**config.mk**
```make
export PLATFORM = sky130hd
export DESIGN_NAME = ccdht_core
export DESIGN_NICKNAME = d
export VERILOG_FILES = /design/src/verilog/ccdht_pkg.sv /design/src/verilog/ccdht_edge.sv /design/src/verilog/ccdht_core.sv
export SDC_FILE = /design/constraint.sdc
export NUM_CORES = 1
export LEC_CHECK = 0
export BUFFER_PORTS_ARGS = -buffer_cell sky130_fd_sc_hd__buf_2
export CORE_ASPECT_RATIO = 0.7
export CORE_MARGIN = 3
export CORE_UTILIZATION = 65
export CTS_BUF_LIST = sky130_fd_sc_hd__clkbuf_4
export CTS_CLUSTER_SIZE = 25
export DETAILED_ROUTE_END_ITERATION = 8
export GPL_TIMING_DRIVEN = 1
export PLACE_DENSITY = 0.86
export SYNTH_ARGS = -nofsm -noshare
export SYNTH_HDL_FRONTEND = slang
export SYNTH_SLANG_ARGS = --single-unit
```
**constraint.sdc**
```tcl
create_clock -name core_clk -period 3.9 [get_ports core_clk]
set_input_delay 0.975 -clock core_clk [delete_from_list [all_inputs] [get_ports core_clk]]
set_output_delay 0.975 -clock core_clk [all_outputs]
set_load 0.01 [all_outputs]
```
**src/verilog/ccdht_pkg.sv**
```systemverilog
`default_nettype none
package ccdht_pkg;

  // ----------------------------------------
  // grid
  // ----------------------------------------
  localparam int unsigned GRID_STEPS = 48;
  localparam logic [5:0] POS_LAST = 6'h2F;
  localparam logic [5:0] QUAD_SPAN = 6'h0C;
  localparam logic [3:0] QUAD_POS_LAST = 4'hB;

  // ----------------------------------------
  // serial port frame
  // ----------------------------------------
  localparam int unsigned SER_ADDR_BITS = 8;
  localparam int unsigned SER_DATA_BITS = 16;
  localparam logic [4:0] SER_FRAME_BITS = 5'h18;

  // ----------------------------------------
  // register offsets
  // ----------------------------------------
  localparam logic [7:0] ADDR_CLK_DIVIDE = 8'h30;
  localparam logic [7:0] ADDR_SYNC_MODE = 8'h31;
  localparam logic [7:0] ADDR_LINE_LAST = 8'h32;
  localparam logic [7:0] ADDR_FIELD_LAST = 8'h33;
  localparam logic [7:0] ADDR_GATE_EDGES = 8'h34;
  localparam logic [7:0] ADDR_LAST_EDGES = 8'h35;
  localparam logic [7:0] ADDR_HDRIVE = 8'h36;
  localparam logic [7:0] ADDR_PH1_EDGES = 8'h39;
  localparam logic [7:0] ADDR_PH3_EDGES = 8'h3A;
  localparam logic [7:0] ADDR_SAMPLE_LOC = 8'h3B;
  localparam logic [7:0] ADDR_GATE_DRIVE = 8'h3F;

  // ----------------------------------------
  // field layouts
  // ----------------------------------------
  localparam int unsigned DRV_PH1_LSB = 0;
  localparam int unsigned DRV_PH2_LSB = 3;
  localparam int unsigned DRV_PH3_LSB = 6;
  localparam int unsigned DRV_PH4_LSB = 9;
  localparam int unsigned DRV_LAST_LSB = 12;
  localparam int unsigned SAMP_RST_LSB = 0;
  localparam int unsigned SAMP_DATA_LSB = 6;

  // ----------------------------------------
  // reset values
  // ----------------------------------------
  localparam logic [6:0] PIN_IDLE = 7'h08;
  localparam logic RST_CLK_DIVIDE = 1'b0;
  localparam logic RST_MASTER = 1'b1;
  localparam logic [12:0] RST_LINE_LAST = 13'h1FFF;
  localparam logic [11:0] RST_FIELD_LAST = 12'hFFF;
  localparam logic [12:0] RST_EDGES = 13'h0800;
  localparam logic [14:0] RST_HDRIVE = 15'h7FFF;
  localparam logic [2:0] RST_GATE_DRIVE = 3'h7;
  localparam logic [11:0] RST_SAMPLE_LOC = 12'h0800;

  // ----------------------------------------
  // carriers
  // ----------------------------------------
  typedef struct packed {
    logic pol;
    logic [5:0] neg;
    logic [5:0] pos;
  } ccdht_edges_t;

  typedef struct packed {
    logic level;
    logic oe;
    logic [2:0] strength;
  } ccdht_pad_t;

  typedef enum logic [2:0] {
    SER_IDLE = 3'b001,
    SER_SHIFT = 3'b010,
    SER_COMMIT = 3'b100
  } ccdht_ser_state_t;

endpackage
`default_nettype wire

```
**src/verilog/ccdht_edge.sv**
```systemverilog
`timescale 1ns/1ps
`default_nettype none
module ccdht_edge (
  input wire logic core_clk,
  input wire logic nrst,
  input wire logic step_en,
  input wire logic [5:0] position,
  input wire ccdht_pkg::ccdht_edges_t edges,
  output logic out_reg,
  output logic pos_hit
);

  logic level_reg;
  logic level_next;
  logic neg_hit;

  // code to grid location; low nibble of 12..15 never matches
  function automatic logic code_hit(input logic [5:0] code, input logic [5:0] p);
    logic [5:0] loc;
    loc = 6'(code[5:4] * ccdht_pkg::QUAD_SPAN) + {2'b00, code[3:0]};
    code_hit = (code[3:0] <= ccdht_pkg::QUAD_POS_LAST) && (loc == p);
  endfunction

  assign pos_hit = step_en && code_hit(edges.pos, position);
  assign neg_hit = step_en && code_hit(edges.neg, position);

  // equal codes: negative edge wins, pulse stays inactive
  always_comb
  begin
    level_next = level_reg;
    if (neg_hit)
      level_next = 1'b0;
    else if (pos_hit)
      level_next = 1'b1;
  end

  always_ff @(posedge core_clk or negedge nrst)
  begin
    if (!nrst)
      level_reg <= 1'b0;
    else
      level_reg <= level_next;
  end

  always_ff @(posedge core_clk or negedge nrst)
  begin
    if (!nrst)
      out_reg <= 1'b0;
    else
      out_reg <= level_next ^ edges.pol;
  end
endmodule // ccdht_edge
`default_nettype wire

```
**src/verilog/ccdht_core.sv**
```systemverilog
`timescale 1ns/1ps
`default_nettype none
// Summary of operation
// - each pixel period is split into 48 edge positions for all edges
// - divide setting halves master clock, letting a double-rate reference serve
// - crystal drive output is always the inverse of master clock input
// - reset gate has programmable rise, fall and whole-pulse polarity
// - last-horizontal, phase one and phase three each have rise, fall, polarity
// - phase two complements phase one, phase four complements phase three
// - edge fields are six bits, 48 valid codes in four quadrants of 12
// - upper two bits quadrant, lower four 0..11; lower 12..15 invalid
// - reset-level and data-level sample strobes at separate six-bit locations
// - three-bit drive on reset gate, last-horizontal and four phases; zero is three-state, steps add strength
// - line counter reaches 8192 pixels, field counter 4096 lines
// - master mode external sync resets counters and realigns sync outputs
// - edge timing identical in master and slave modes
module ccdht_core (
  input wire logic core_clk,
  input wire logic nrst,
  input wire logic master_clock_in,
  output logic crystal_drive_out,
  input wire logic ser_clk,
  input wire logic ser_data,
  input wire logic ser_load_n,
  input wire logic ext_sync,
  input wire logic vertical_sync_in,
  output logic vertical_sync_out,
  output logic vertical_sync_oe,
  input wire logic horizontal_sync_in,
  output logic horizontal_sync_out,
  output logic horizontal_sync_oe,
  output ccdht_pkg::ccdht_pad_t reset_gate_clock,
  output ccdht_pkg::ccdht_pad_t horiz_last_clock,
  output ccdht_pkg::ccdht_pad_t horiz_phase_one,
  output ccdht_pkg::ccdht_pad_t horiz_phase_two,
  output ccdht_pkg::ccdht_pad_t horiz_phase_three,
  output ccdht_pkg::ccdht_pad_t horiz_phase_four,
  output logic reset_level_sample,
  output logic data_level_sample
);

  // ----------------------------------------
  // pin input synchronisers
  // ----------------------------------------
  localparam int unsigned NPIN = 7;
  logic [NPIN-1:0] pin_raw;
  logic [NPIN-1:0] s1_reg;
  logic [NPIN-1:0] s2_reg;
  logic [NPIN-1:0] s3_reg;
  logic [NPIN-1:0] filt_reg;
  logic [NPIN-1:0] filt_prev_reg;
  logic [NPIN-1:0] rise;

  assign pin_raw = {horizontal_sync_in, vertical_sync_in, ext_sync, ser_load_n,
                    ser_data, ser_clk, master_clock_in};

  always_ff @(posedge core_clk or negedge nrst)
  begin
    if (!nrst)
    begin
      // idle pin levels, so no false frame start follows reset
      s1_reg <= ccdht_pkg::PIN_IDLE;
      s2_reg <= ccdht_pkg::PIN_IDLE;
      s3_reg <= ccdht_pkg::PIN_IDLE;
    end
    else
    begin
      s1_reg <= pin_raw;
      s2_reg <= s1_reg;
      s3_reg <= s2_reg;
    end
  end

  // change accepted only when stages two and three agree
  genvar gi;
  generate
    for (gi = 0; gi < NPIN; gi++)
    begin : g_filt
      always_ff @(posedge core_clk or negedge nrst)
      begin
        if (!nrst)
          filt_reg[gi] <= ccdht_pkg::PIN_IDLE[gi];
        else if (s2_reg[gi] == s3_reg[gi])
          filt_reg[gi] <= s3_reg[gi];
      end
    end
  endgenerate

  always_ff @(posedge core_clk or negedge nrst)
  begin
    if (!nrst)
      filt_prev_reg <= ccdht_pkg::PIN_IDLE;
    else
      filt_prev_reg <= filt_reg;
  end

  assign rise = filt_reg & ~filt_prev_reg;

  // ----------------------------------------
  // crystal drive
  // ----------------------------------------
  assign crystal_drive_out = ~master_clock_in;

  // ----------------------------------------
  // serial port
  // ----------------------------------------
  ccdht_pkg::ccdht_ser_state_t ser_state_reg;
  logic [23:0] ser_shift_reg;
  logic [4:0] ser_cnt_reg;
  logic ser_wr;
  logic [7:0] wr_addr;
  logic [15:0] wr_data;

  always_ff @(posedge core_clk or negedge nrst)
  begin
    if (!nrst)
    begin
      ser_state_reg <= ccdht_pkg::SER_IDLE;
      ser_shift_reg <= 24'h00_0000;
      ser_cnt_reg <= 5'h00;
    end
    else
    begin
      unique case (ser_state_reg)
        ccdht_pkg::SER_IDLE:
          if (!filt_reg[3])
          begin
            ser_cnt_reg <= 5'h00;
            ser_state_reg <= ccdht_pkg::SER_SHIFT;
          end
        ccdht_pkg::SER_SHIFT:
          if (filt_reg[3])
            ser_state_reg <= ccdht_pkg::SER_COMMIT;
          else if (rise[1] && ser_cnt_reg != ccdht_pkg::SER_FRAME_BITS)
          begin
            // address first, then data, each lsb first
            ser_shift_reg <= {filt_reg[2], ser_shift_reg[23:1]};
            ser_cnt_reg <= ser_cnt_reg + 5'h01;
          end
        ccdht_pkg::SER_COMMIT:
          ser_state_reg <= ccdht_pkg::SER_IDLE;
      endcase
    end
  end

  // short frames are dropped
  assign ser_wr = (ser_state_reg == ccdht_pkg::SER_COMMIT) &&
                  (ser_cnt_reg == ccdht_pkg::SER_FRAME_BITS);
  assign wr_addr = ser_shift_reg[7:0];
  assign wr_data = ser_shift_reg[23:8];

  // ----------------------------------------
  // registers
  // ----------------------------------------
  logic master_clock_divide_reg;
  logic master_mode_reg;
  logic [12:0] line_last_reg;
  logic [11:0] field_last_reg;
  ccdht_pkg::ccdht_edges_t gate_edges_reg;
  ccdht_pkg::ccdht_edges_t last_edges_reg;
  ccdht_pkg::ccdht_edges_t ph1_edges_reg;
  ccdht_pkg::ccdht_edges_t ph3_edges_reg;
  logic [11:0] sample_loc_reg;
  logic [14:0] horizontal_drive_strength_reg;
  logic [2:0] gate_drive_strength_reg;

  always_ff @(posedge core_clk or negedge nrst)
  begin
    if (!nrst)
    begin
      master_clock_divide_reg <= ccdht_pkg::RST_CLK_DIVIDE;
      master_mode_reg <= ccdht_pkg::RST_MASTER;
      line_last_reg <= ccdht_pkg::RST_LINE_LAST;
      field_last_reg <= ccdht_pkg::RST_FIELD_LAST;
      gate_edges_reg <= ccdht_pkg::RST_EDGES;
      last_edges_reg <= ccdht_pkg::RST_EDGES;
      ph1_edges_reg <= ccdht_pkg::RST_EDGES;
      ph3_edges_reg <= ccdht_pkg::RST_EDGES;
      sample_loc_reg <= ccdht_pkg::RST_SAMPLE_LOC;
      horizontal_drive_strength_reg <= ccdht_pkg::RST_HDRIVE;
      gate_drive_strength_reg <= ccdht_pkg::RST_GATE_DRIVE;
    end
    else if (ser_wr)
    begin
      unique case (wr_addr)
        ccdht_pkg::ADDR_CLK_DIVIDE: master_clock_divide_reg <= wr_data[0];
        ccdht_pkg::ADDR_SYNC_MODE: master_mode_reg <= wr_data[0];
        ccdht_pkg::ADDR_LINE_LAST: line_last_reg <= wr_data[12:0];
        ccdht_pkg::ADDR_FIELD_LAST: field_last_reg <= wr_data[11:0];
        ccdht_pkg::ADDR_GATE_EDGES: gate_edges_reg <= wr_data[12:0];
        ccdht_pkg::ADDR_LAST_EDGES: last_edges_reg <= wr_data[12:0];
        ccdht_pkg::ADDR_PH1_EDGES: ph1_edges_reg <= wr_data[12:0];
        ccdht_pkg::ADDR_PH3_EDGES: ph3_edges_reg <= wr_data[12:0];
        ccdht_pkg::ADDR_SAMPLE_LOC: sample_loc_reg <= wr_data[11:0];
        ccdht_pkg::ADDR_HDRIVE: horizontal_drive_strength_reg <= wr_data[14:0];
        ccdht_pkg::ADDR_GATE_DRIVE: gate_drive_strength_reg <= wr_data[2:0];
        default: ;
      endcase
    end
  end

  // ----------------------------------------
  // pixel period and edge grid
  // ----------------------------------------
  logic half_reg;
  logic pix_start;
  logic step_en;
  logic [5:0] position_reg;

  // divide mode: every other master clock rise opens a pixel
  always_ff @(posedge core_clk or negedge nrst)
  begin
    if (!nrst)
      half_reg <= 1'b0;
    else if (rise[0])
      half_reg <= master_clock_divide_reg ? ~half_reg : 1'b0;
  end

  assign pix_start = rise[0] && (!master_clock_divide_reg || half_reg);

  // each step, the last one too, is matched once; the park is not a step
  logic run_reg;
  always_ff @(posedge core_clk or negedge nrst)
  begin
    if (!nrst)
      run_reg <= 1'b0;
    else if (pix_start)
      run_reg <= 1'b1;
    else if (position_reg == ccdht_pkg::POS_LAST)
      run_reg <= 1'b0;
  end

  assign step_en = run_reg;

  always_ff @(posedge core_clk or negedge nrst)
  begin
    if (!nrst)
      position_reg <= ccdht_pkg::POS_LAST;
    else if (pix_start)
      position_reg <= 6'h00;
    else if (step_en && position_reg != ccdht_pkg::POS_LAST)
      position_reg <= position_reg + 6'h01;
  end

  // ----------------------------------------
  // edge channels, same in both sync modes
  // ----------------------------------------
  logic gate_lvl;
  logic last_lvl;
  logic ph1_lvl;
  logic ph3_lvl;
  logic rsmp_hit;
  logic dsmp_hit;
  ccdht_pkg::ccdht_edges_t rsmp_edges;
  ccdht_pkg::ccdht_edges_t dsmp_edges;

  assign rsmp_edges = {1'b0, 6'h0C, sample_loc_reg[ccdht_pkg::SAMP_RST_LSB +: 6]};
  assign dsmp_edges = {1'b0, 6'h0C, sample_loc_reg[ccdht_pkg::SAMP_DATA_LSB +: 6]};

  ccdht_edge u_gate (.core_clk(core_clk), .nrst(nrst), .step_en(step_en),
    .position(position_reg), .edges(gate_edges_reg), .out_reg(gate_lvl), .pos_hit());
  ccdht_edge u_last (.core_clk(core_clk), .nrst(nrst), .step_en(step_en),
    .position(position_reg), .edges(last_edges_reg), .out_reg(last_lvl), .pos_hit());
  ccdht_edge u_ph1 (.core_clk(core_clk), .nrst(nrst), .step_en(step_en),
    .position(position_reg), .edges(ph1_edges_reg), .out_reg(ph1_lvl), .pos_hit());
  ccdht_edge u_ph3 (.core_clk(core_clk), .nrst(nrst), .step_en(step_en),
    .position(position_reg), .edges(ph3_edges_reg), .out_reg(ph3_lvl), .pos_hit());
  ccdht_edge u_rsmp (.core_clk(core_clk), .nrst(nrst), .step_en(step_en),
    .position(position_reg), .edges(rsmp_edges), .out_reg(), .pos_hit(rsmp_hit));
  ccdht_edge u_dsmp (.core_clk(core_clk), .nrst(nrst), .step_en(step_en),
    .position(position_reg), .edges(dsmp_edges), .out_reg(), .pos_hit(dsmp_hit));

  always_ff @(posedge core_clk or negedge nrst)
  begin
    if (!nrst)
    begin
      reset_level_sample <= 1'b0;
      data_level_sample <= 1'b0;
    end
    else
    begin
      reset_level_sample <= rsmp_hit;
      data_level_sample <= dsmp_hit;
    end
  end

  // ----------------------------------------
  // pads: level, enable, drive code
  // ----------------------------------------
  function automatic ccdht_pkg::ccdht_pad_t pad(input logic lvl, input logic [2:0] drv);
    pad = '{level: lvl, oe: (drv != 3'h0), strength: drv};
  endfunction

  logic [14:0] hdrv;
  assign hdrv = horizontal_drive_strength_reg;
  assign reset_gate_clock = pad(gate_lvl, gate_drive_strength_reg);
  assign horiz_last_clock = pad(last_lvl, hdrv[ccdht_pkg::DRV_LAST_LSB +: 3]);
  assign horiz_phase_one = pad(ph1_lvl, hdrv[ccdht_pkg::DRV_PH1_LSB +: 3]);
  assign horiz_phase_two = pad(~ph1_lvl, hdrv[ccdht_pkg::DRV_PH2_LSB +: 3]);
  assign horiz_phase_three = pad(ph3_lvl, hdrv[ccdht_pkg::DRV_PH3_LSB +: 3]);
  assign horiz_phase_four = pad(~ph3_lvl, hdrv[ccdht_pkg::DRV_PH4_LSB +: 3]);

  // ----------------------------------------
  // line and field counters
  // ----------------------------------------
  logic [12:0] hcount_reg;
  logic [11:0] vcount_reg;
  logic line_end;

  assign line_end = (hcount_reg == line_last_reg);

  always_ff @(posedge core_clk or negedge nrst)
  begin
    if (!nrst)
    begin
      hcount_reg <= 13'h0000;
      vcount_reg <= 12'h000;
    end
    else if (master_mode_reg)
    begin
      if (rise[4])
      begin
        hcount_reg <= 13'h0000;
        vcount_reg <= 12'h000;
      end
      else if (pix_start)
      begin
        hcount_reg <= line_end ? 13'h0000 : hcount_reg + 13'h0001;
        if (line_end)
          vcount_reg <= (vcount_reg == field_last_reg) ? 12'h000 : vcount_reg + 12'h001;
      end
    end
    else
    begin
      if (rise[6])
        hcount_reg <= 13'h0000;
      else if (pix_start)
        hcount_reg <= hcount_reg + 13'h0001;
      if (rise[5])
        vcount_reg <= 12'h000;
      else if (rise[6])
        vcount_reg <= vcount_reg + 12'h001;
    end
  end

  always_ff @(posedge core_clk or negedge nrst)
  begin
    if (!nrst)
    begin
      horizontal_sync_out <= 1'b0;
      vertical_sync_out <= 1'b0;
    end
    else
    begin
      horizontal_sync_out <= master_mode_reg && (hcount_reg == 13'h0000);
      vertical_sync_out <= master_mode_reg && (vcount_reg == 12'h000);
    end
  end

  assign horizontal_sync_oe = master_mode_reg;
  assign vertical_sync_oe = master_mode_reg;

  // ----------------------------------------
  // checks
  // ----------------------------------------
  logic [1:0] rises_reg;
  always_ff @(posedge core_clk or negedge nrst)
  begin
    if (!nrst)
      rises_reg <= 2'h0;
    else if (pix_start)
      rises_reg <= 2'h0;
    else if (rise[0] && rises_reg != 2'h3)
      rises_reg <= rises_reg + 2'h1;
  end
endmodule // ccdht_core
`default_nettype wire

```
* Word-level counts from Yosys, hierarchy flattened
Index checks and enable logic that the tools add are counted.
** Operators by class
- Add/sub/neg operators :: 14
- Multiply operators :: 10
- Order comparisons :: 10
- Equality and inequality tests :: 43
- Multiplexer cells :: 33
- Bitwise operators :: 11
- Reductions and logical operators :: 57
** Operator list (count)
- equality test 8 x 6 -> 1 bit (second input constant) :: 11
- 2-to-1 mux 12 bit :: 7
- 2-to-1 mux 13 bit :: 6
- adder 6 x 4 -> 6 bit :: 10
- equality test 6 bit :: 10
- <= comparator 4 bit (second input constant) :: 10
- multiplier 2 x 2 -> 4 bit (second input constant) :: 10
- logical AND 1 bit :: 26
- AND reduction 2 bit :: 13
- nonzero test 3 bit :: 8
- 2-to-1 mux 5 bit :: 3
- adder 13 x 1 -> 13 bit (second input constant) :: 1
- equality test 13 bit :: 1
- logical NOT 13 bit :: 1
- adder 12 x 1 -> 12 bit (second input constant) :: 1
- equality test 12 bit :: 1
- logical NOT 12 bit :: 1
- 2-to-1 mux 6 bit :: 2
- 2-to-1 mux 1 bit :: 11
- one-hot mux 5 bit (2 select lines) :: 1
- one-hot mux 3 bit (3 select lines) :: 1
- inequality test 2 bit (second input constant) :: 4
- bitwise AND 7 bit :: 1
- equality test 1 bit :: 7
- 19 further kinds :: 31
** Storage, ports and cells
- Register bits after elaboration :: 221
- Bits of input ports :: 9
- Output and inout port bits :: 37
- Word-level logic and storage cells :: 228

* Longest topological paths before layout
Gate-level depths: netlist of run 1.
- Word-level depth :: 8
- Mapped depth :: 9
- Depth with buffers taken out :: 9

* Cells and area by module
From an unflattened synthesis of run 1, not the netlist that was laid out.
** Second synthesis, totals
- Cell total of the unflattened synthesis :: 958
- Area total of the unflattened synthesis :: 11677.4 um2
** Modules (own cells, without submodules)
- ccdht_core :: instances 1, cells an instance 655, area each 8911.0 um2, seq. area each 5353.9 um2
- ccdht_edge at u_dsmp ... :: instances 3, cells an instance 56, area each 483.0 um2, seq. area each 50.0 um2
- ccdht_edge at u_last ... :: instances 3, cells an instance 45, area each 439.2 um2, seq. area each 50.0 um2

* Worst setup path after synthesis of run 1
OpenSTA, ideal clock, no wires.
- Path kind :: register -> register
- Start :: register ser_cnt_reg[0]
- End :: register ph3_edges_reg[0] in the netlist's numbering
- Library setup time :: 0.125 ns
- Data arrival time :: 2.138 ns
- Data required time :: 3.775 ns
- Path slack :: 1.637 ns
- Stages on the path, launching flop included :: 9
- Buffers on the path :: 1
- Period minus slack after synthesis :: 2.263 ns
- Path through :: dfrtp_1 -> inv_1 -> ha_1 -> and4b_1 -> and3_1 -> nand3_1 -> nor3_1 -> buf_2 -> mux2_2
** Between the ends
- Word-level cells in the longest chain between the ends :: 3
** RTL lines
- start: declaration :: RTL line ccdht_core.sv:109 : logic [4:0] ser_cnt_reg;
- start signal: assignment :: RTL line ccdht_core.sv:138 : ser_cnt_reg <= ser_cnt_reg + 5'h01;
- equality test 5 bit :: RTL line ccdht_core.sv:148 : (ser_cnt_reg == ccdht_pkg::SER_FRAME_BITS);
- logical AND 1 bit :: RTL line ccdht_core.sv:147 : assign ser_wr = (ser_state_reg == ccdht_pkg::SER_COMMIT) &&
- AND reduction 2 bit (no line)
- end signal: assignment :: RTL line ccdht_core.sv:178 : ph3_edges_reg <= ccdht_pkg::RST_EDGES;
- end signal: assignment :: RTL line ccdht_core.sv:193 : ccdht_pkg::ADDR_PH3_EDGES: ph3_edges_reg <= wr_data[12:0];
- end: declaration :: RTL line ccdht_core.sv:162 : ccdht_pkg::ccdht_edges_t ph3_edges_reg;
Every way passes these cells.
A chain may end at the register's enable or synchronous reset.

* Final worst setup path of run 1
- Start :: register line_last_reg[3]
- End :: register hcount_reg[3]
** Between the ends
- Word-level cells in the longest chain between the ends :: 5
** RTL lines
- start: declaration :: RTL line ccdht_core.sv:157 : logic [12:0] line_last_reg;
- start signal: assignment :: RTL line ccdht_core.sv:173 : line_last_reg <= ccdht_pkg::RST_LINE_LAST;
- start signal: assignment :: RTL line ccdht_core.sv:188 : ccdht_pkg::ADDR_LINE_LAST: line_last_reg <= wr_data[12:0];
- equality test 13 bit :: RTL line ccdht_core.sv:310 : assign line_end = (hcount_reg == line_last_reg);
- 2-to-1 mux 13 bit :: RTL line ccdht_core.sv:328 : hcount_reg <= line_end ? 13'h0000 : hcount_reg + 13'h0001;
- 2-to-1 mux 13 bit :: RTL line ccdht_core.sv:326 : else if (pix_start)
- 2-to-1 mux 13 bit :: RTL line ccdht_core.sv:321 : if (rise[4])
- 2-to-1 mux 13 bit :: RTL line ccdht_core.sv:319 : else if (master_mode_reg)
- end signal: assignment :: RTL line ccdht_core.sv:328
- end signal: assignment :: RTL line ccdht_core.sv:338 : hcount_reg <= hcount_reg + 13'h0001;
- end: declaration :: RTL line ccdht_core.sv:306 : logic [12:0] hcount_reg;
Every way passes these cells. The select of a mux whose other input is x is not followed.

==> results of run 1 <==
==> power by group through the flow <==
stage,Combinational (mW),Clock [mW],Sequential [mW]
finish,0.843,1.96,2.77
global placement,0.811,0,2.80
floorplan,0.749,0,2.59
CTS,0.845,2.01,2.76
global route,0.941,2.13,2.79
detailed placement,0.838,0,2.81
==> how the worst max path moves through the flow <==
stage | cells after the start | slack (ns) | to | start
global route | 5 | 0.90 | hcount_reg[3] | hcount_reg[3]
CTS | 5 | 1.13 | hcount_reg[3] | line_last_reg[3]
detailed placement | 5 | 1.17 | hcount_reg[2] | line_last_reg[3]
finish | 5 | 1.09 | hcount_reg[3] | line_last_reg[3]
floorplan | 8 | 1.64 | ph3_edges_reg[0] | ser_cnt_reg[0]
global placement | 5 | 1.21 | hcount_reg[3] | line_last_reg[0]
==> through the flow <==
stage	worst slack (ns)	utilization, %	hold slack [ns]	cells
floorplan	1.64	-	0.331	932
global placement	1.21	69.6	0.332	1159
detailed placement	1.17	69.6	0.337	1159
CTS	1.13	73.9	0.256	1257
global route	0.903	73.9	0.287	1257
finish	1.09	73.9	0.266	1257
==> logic make-up (layout without fill, tap and decap cells) <==
group / count (synthesis) / in the layout / share of synthesized area (%)
flip-flops: 219 / 219 / 49.8
AND/OR/NAND/NOR: 213 / 213 / 10.6
multiplexers: 136 / 136 / 13.7
XOR/XNOR: 113 / 113 / 9.18
buffers and inverters: 95 / 195 / 3.63
AO/OA/AOI/OAI: 92 / 92 / 5.49
adder cells (fa/ha/maj): 64 / 64 / 7.69
==> layer usage <==
metal | part of all wire [%] | vias up
met5 | 0 | -
met4 | 1.7 | 0
met1 | 47 | 3686
met2 | 45 | 259
met3 | 6.8 | 41
li1 | - | 3425
==> worst max-delay path: cells and delay by family, from the launching register on <==
family	cells	cell delay, ns
AOI/OAI and AO/OA	1	0.84
DFF	1	0.54
and+or+nand+nor	3	1.15
xor gates and xnor gates	1	0.11
==> layout make-up <==
cell class                      count  area (um^2)  area share, %
Sequential cell                   219         5550           45.4
Multi-Input combinational cell    618         5200           42.5
Clock buffer                       83          623           5.10
Timing Repair Buffer               54          315           2.58
Tap cell                          225          282           2.30
Inverter                           43          161           1.32
Clock inverter                     15         93.8          0.767
==> placed cells by master, fill, tap and decap left out, drive strengths merged, types with 8 or more instances in the layout <==
cell,count
clkbuf,83
nand4,16
inv,44
xnor2,59
ha,47
buf,54
o21ai,19
clkinv,13
xor2,52
a21oi,28
nor4,17
nor3,15
mux2,131
or3,17
a32oi,8
fa,10
nand3,38
nand2,32
nor2,30
and3,8
nor2b,10
dfstp,59
dfrtp,160
==> cells in the mapped netlist, types with 17 or more instances <==
master	count	area [um^2]
a21oi_1	28	140
clkbuf_1	22	82.6
dfrtp_1	160	4000
dfstp_2	59	1550
ha_1	47	588
inv_1	42	158
mux2_2	131	1480
nand2_1	32	120
nand3_1	38	190
nor2_1	29	109
o21ai_0	18	90.1
or3_1	17	106
xnor2_1	58	508
xor2_1	52	455
==> metrics.csv, run 1 <==
metric;value;unit
hp-class;in2async;
place_area;11500;um^2
grt_pass1_vias;7479;
root_buffer;clkbuf_4;
reg2reg_from;line_last_reg[3];
track_usage;26.1;%
critical_path_class;reg2reg;
min_period_over_period;72.0;%
max_stage_delay;0.84;ns
setup_tns;0;ns
synth.avg_cell_area;12.0;um^2
syn_inst;932;
async_reset_ff_share;100;%
finalPower;5.57;mW
dp.final_hpwl;15500;um
status;finished clean;
n_antenna_cell;0;
yosys.cell_types.count;69;
fillers;1060;
worstReg2RegEnd;hcount_reg[3];
post_cts_resized;0;
dominantRegCellSynth;dfrtp_1;
area_growth;9.59;%
cts_tree;done;
cts_inserted_buffers;52;
die_h;116;um
final-max-slew-violation-count;0;
met2_usage;39.8;%
nNetsFinal;1054;
finalCriticalPeriod;2.81;ns
routed_via_density;5.90;
cts.sinks;219;
ir_drop;0.000326;V
dr.pass1.iters;5;
clock.fmax;356;MHz
postCtsSetupBuffers;0;
synth_edf_count;0;
ys_seq_area_share;49.8;%
gp_congestion;0.867;
power_density;456;nW/um^2
start_util;67.5;%
worstPathMaxFanout;15;
hold_viol;0;
syn_area;11200;um^2
crit_chain;xnor2_1 -> nand4_1 -> or4_1 -> a22oi_1 -> nor2_1;
pwr-share-comb;15.1;%
grt_overflow;0;
crit_required;4.43;ns
clk_pin_slew;0.07;ns
die_w;163;um
r2r_cells;5;
timing.max_cap.violations;0;
worstPathArrival;3.33;ns
largest_register_ffs;24;
crit_path_top_delay_cell;or4_1;
power.switching;1.68;mW
synth-seq-cells;219;
finalClockSkew;0.0623;ns
first_iter_violations;588;
setup_violations;0;
p_int;3.89;mW
end_kind;flip-flop;
rsz0062_at_grt;false;
ctsHtreeMaxLevel;2;
vias;7411;
num_rows;39;
grtUsageMet3;5.64;%
tightest_slew;1.18;ns
ys_warn_count;0;
busiest_layer;met2;
clock_path_buffers;3;
syn_nets;998;
dieArea;18800;um^2
final_cell_area;12200;um^2
drc_errors;0;
use_met1;38.0;%
grt_max_degree;77;
coreArea;16500;um^2
io_pins;46;
antenna_found_initial;0;
p_leak;5.93;nW
grt_pass1_wl;38700;um
slew_headroom;20.3;%
netSwitchingFraction;30.1;%
antenna_left;0;
cts-hold-fix-buffers;0;
r2r_setup_slack;1.09;ns
wl_per_cell;18.6;um
port_buffers;45;
wirelength;23400;um
clk_latency;0.69;ns
pwr-share-seq;49.7;%
power_frac_clock;35.2;%
layout-drive-gt1-share;33.3;%
critPathLaunchType;flip-flop;
No activity file was read; power rests on OpenSTA's default activity.
==> run 2, diff against run 1 <==
CORE_UTILIZATION = 58   (was 65)
PLACE_DENSITY = 0.82   (was 0.86)
clock period = 2.3 ns   (was 3.9 ns; I/O delays follow)
==> metrics.csv, run 2 (synthesis results as in run 1) <==
metric;value;unit;change
status;finished clean;;
critPathTopFamily;adder cells;;
track_usage;24.4;%;-1.6 points
dr.pass1.iters;5;;unchanged
tightest_slew;0.680;ns;-0.504 ns
finalPower;9.46;mW;+70%
nNetsFinal;1113;;+5.6%
worstPathArrival;2.81;ns;-0.52 ns
first_iter_violations;709;;+21%
timing.max_cap.violations;0;;unchanged
drc_errors;0;;unchanged
critical_path_class;reg2reg;;
grtUsageMet3;5.38;%;-0.26 points
gp_congestion;0.920;;+6.0%
p_leak;6.23;nW;+4.9%
area_growth;15.4;%;
min_period_over_period;98.9;%;+27 points
cts_tree;done;;
worstPathMaxFanout;3;;-12
setup_violations;0;;unchanged
layout_commonest_cell;dfrtp_1;;
met2_usage;36.7;%;-3.1 points
ctsHtreeMaxLevel;2;;unchanged
power_density;734;nW/um^2;+61%
layout-drive-gt1-share;38.1;%;+4.8 points
max_stage_delay;0.47;ns;-0.37 ns
clock_path_buffers;3;;unchanged
wl_per_cell;19.1;um;+2.5%
port_buffers;45;;unchanged
p_int;6.47;mW;+66%
dp.final_hpwl;16400;um;+5.9%
root_buffer;clkbuf_4;;
num_rows;41;;+5.1%
grt_pass1_vias;7725;;+3.3%
crit_buf_inv;1;;+1
pwr-share-comb;17.7;%;+2.6 points
hp-class;reg2reg;;
final_core_util;69.9;%;-4.0 points
wirelength;25300;um;+8.0%
grt_overflow;0;;unchanged
cts.sinks;219;;unchanged
crit_path_top_delay_cell;fa_1;;
ir_drop;0.000611;V;+87%
die_w;172;um;+5.6%
grt_max_degree;56;;-27%
clk_pin_slew;0.08;ns;about the same
crit_required;2.84;ns;-1.59 ns
io_pins;46;;unchanged
crit_chain;ha_1 -> inv_2 -> fa_1 -> xnor2_2 -> nand3_2 -> nor4_4 -> a211o_1 -> o211ai_1;;
end_kind;flip-flop;;
coreArea;18400;um^2;+11%
slew_headroom;54.3;%;+34 points
clk_latency;0.67;ns;-0.02 ns
power.switching;2.98;mW;+78%
n_antenna_cell;0;;unchanged
cts_inserted_buffers;52;;unchanged
layout_common_cells;dfrtp_1, mux2_2, clkbuf_4, dfstp_2, xnor2_1;;
finalClockSkew;0.0443;ns;-0.0181 ns
dieArea;21000;um^2;+12%
routed_via_density;5.85;;-0.82%
antenna_left;0;;unchanged
finalCriticalPeriod;2.27;ns;-0.533 ns
largest_register_ffs;24;;unchanged
pwr-share-seq;49.8;%;about the same
use_met1;36.4;%;-1.6 points
start_util;60.6;%;-6.9 points
power_frac_clock;32.5;%;-2.7 points
grt_pass1_wl;40300;um;+4.3%
hold_viol;0;;unchanged
critPathLaunchType;flip-flop;;
clock.fmax;440;MHz;+23%
busiest_layer;met2;;
die_h;122;um;+5.6%
antenna_found_initial;0;;unchanged
rsz0062_at_grt;true;;
vias;7748;;+4.5%
netSwitchingFraction;31.5;%;+1.4 points
final-max-slew-violation-count;0;;unchanged
==> run 2: changes by cell type in the layout (fill, tap and decap cells not counted), moves of 5 or more <==
| cell | change |
|---|---|
| buf_6 | +5 |
| clkinv_2 | +5 |
| buf_4 | +41 |
| dlygate4sd3_1 | +8 |
| clkbuf_4 | -11 |
| mux2_4 | +6 |
| mux2_2 | -6 |
==> run 2: final cells by class <==
class                      count  area (um^2)
sequential                   219         5550
fill                        1267         5540
multi-input combinational    618         5380
timing repair buffer         113          845
clock buffer                  72          541
tap                          236          295
inverter                      43          161
clock inverter                24          108
==> run 2: worst register-to-register path: cells and delay by family, from the launching register on <==
family	cells	cell delay, ns
compound gates	2	0.25
xor+xnor	1	0.18
buf+inv	1	0.05
flops	1	0.40
simple gates	2	0.50
fa+ha+maj	2	0.77
==> run 2: per-layer routing <==
layer | share of wire, % | wire, um
met1 | 48 | 12100
met2 | 45 | 11400
met3 | 6.2 | 1560
met4 | 1.2 | 291
met5 | 0 | 0
==> run 2: final timing paths <==
path / from / end / slack, ns / cells past startpoint
min: s1_reg[5] / s2_reg[5] / 0.34 / 0
max: last_edges_reg[5] / u_last.out_reg / 0.03 / 8
max in group asynchronous: nrst / hdrv[8] / 1.15 / 3
min in group asynchronous: nrst / sample_loc_reg[3] / 0.41 / 2
min reg2reg: s1_reg[5] / s2_reg[5] / 0.34 / 0
max reg2reg: last_edges_reg[5] / u_last.out_reg / 0.03 / 8
==> run 2: through the flow <==
| step | hold WS [ns] | area, um^2 | setup TNS (ns) | std cells | setup WS, ns |
|---|---|---|---|---|---|
| after global placement | 0.333 | 11900 | 0 | 1209 | 0.0590 |
| after detailed placement | 0.335 | 11900 | -0.0440 | 1209 | -0.0440 |
| after CTS | 0.348 | 12600 | 0 | 1313 | 0.00605 |
| after floorplan | 0.279 | 11200 | 0 | 932 | 0.0374 |
| final | 0.344 | 12900 | 0 | 1325 | 0.0254 |
| after global routing | 0.361 | 12900 | -1.29 | 1325 | -0.0815 |
==> run 2: power groups by stage <==
stage	combinational (mW)	sequential [mW]	clock (mW)
after CTS	1.53	4.69	3.15
after detailed placement	1.50	4.76	0
final	1.68	4.71	3.07
after global placement	1.45	4.75	0
after floorplan	1.27	4.40	0
after global routing	1.86	4.75	3.36
==> run 2: repair_timing <==
item                                   in CTS  in global routing
resized for setup                           1                 50
pin swaps                                   0                 21
hold buffers                                8                  0
endpoints found under the hold margin      44                  0
setup buffers                               0                  9
cloned                                      0                  3
setup endpoints to repair                   1                 69
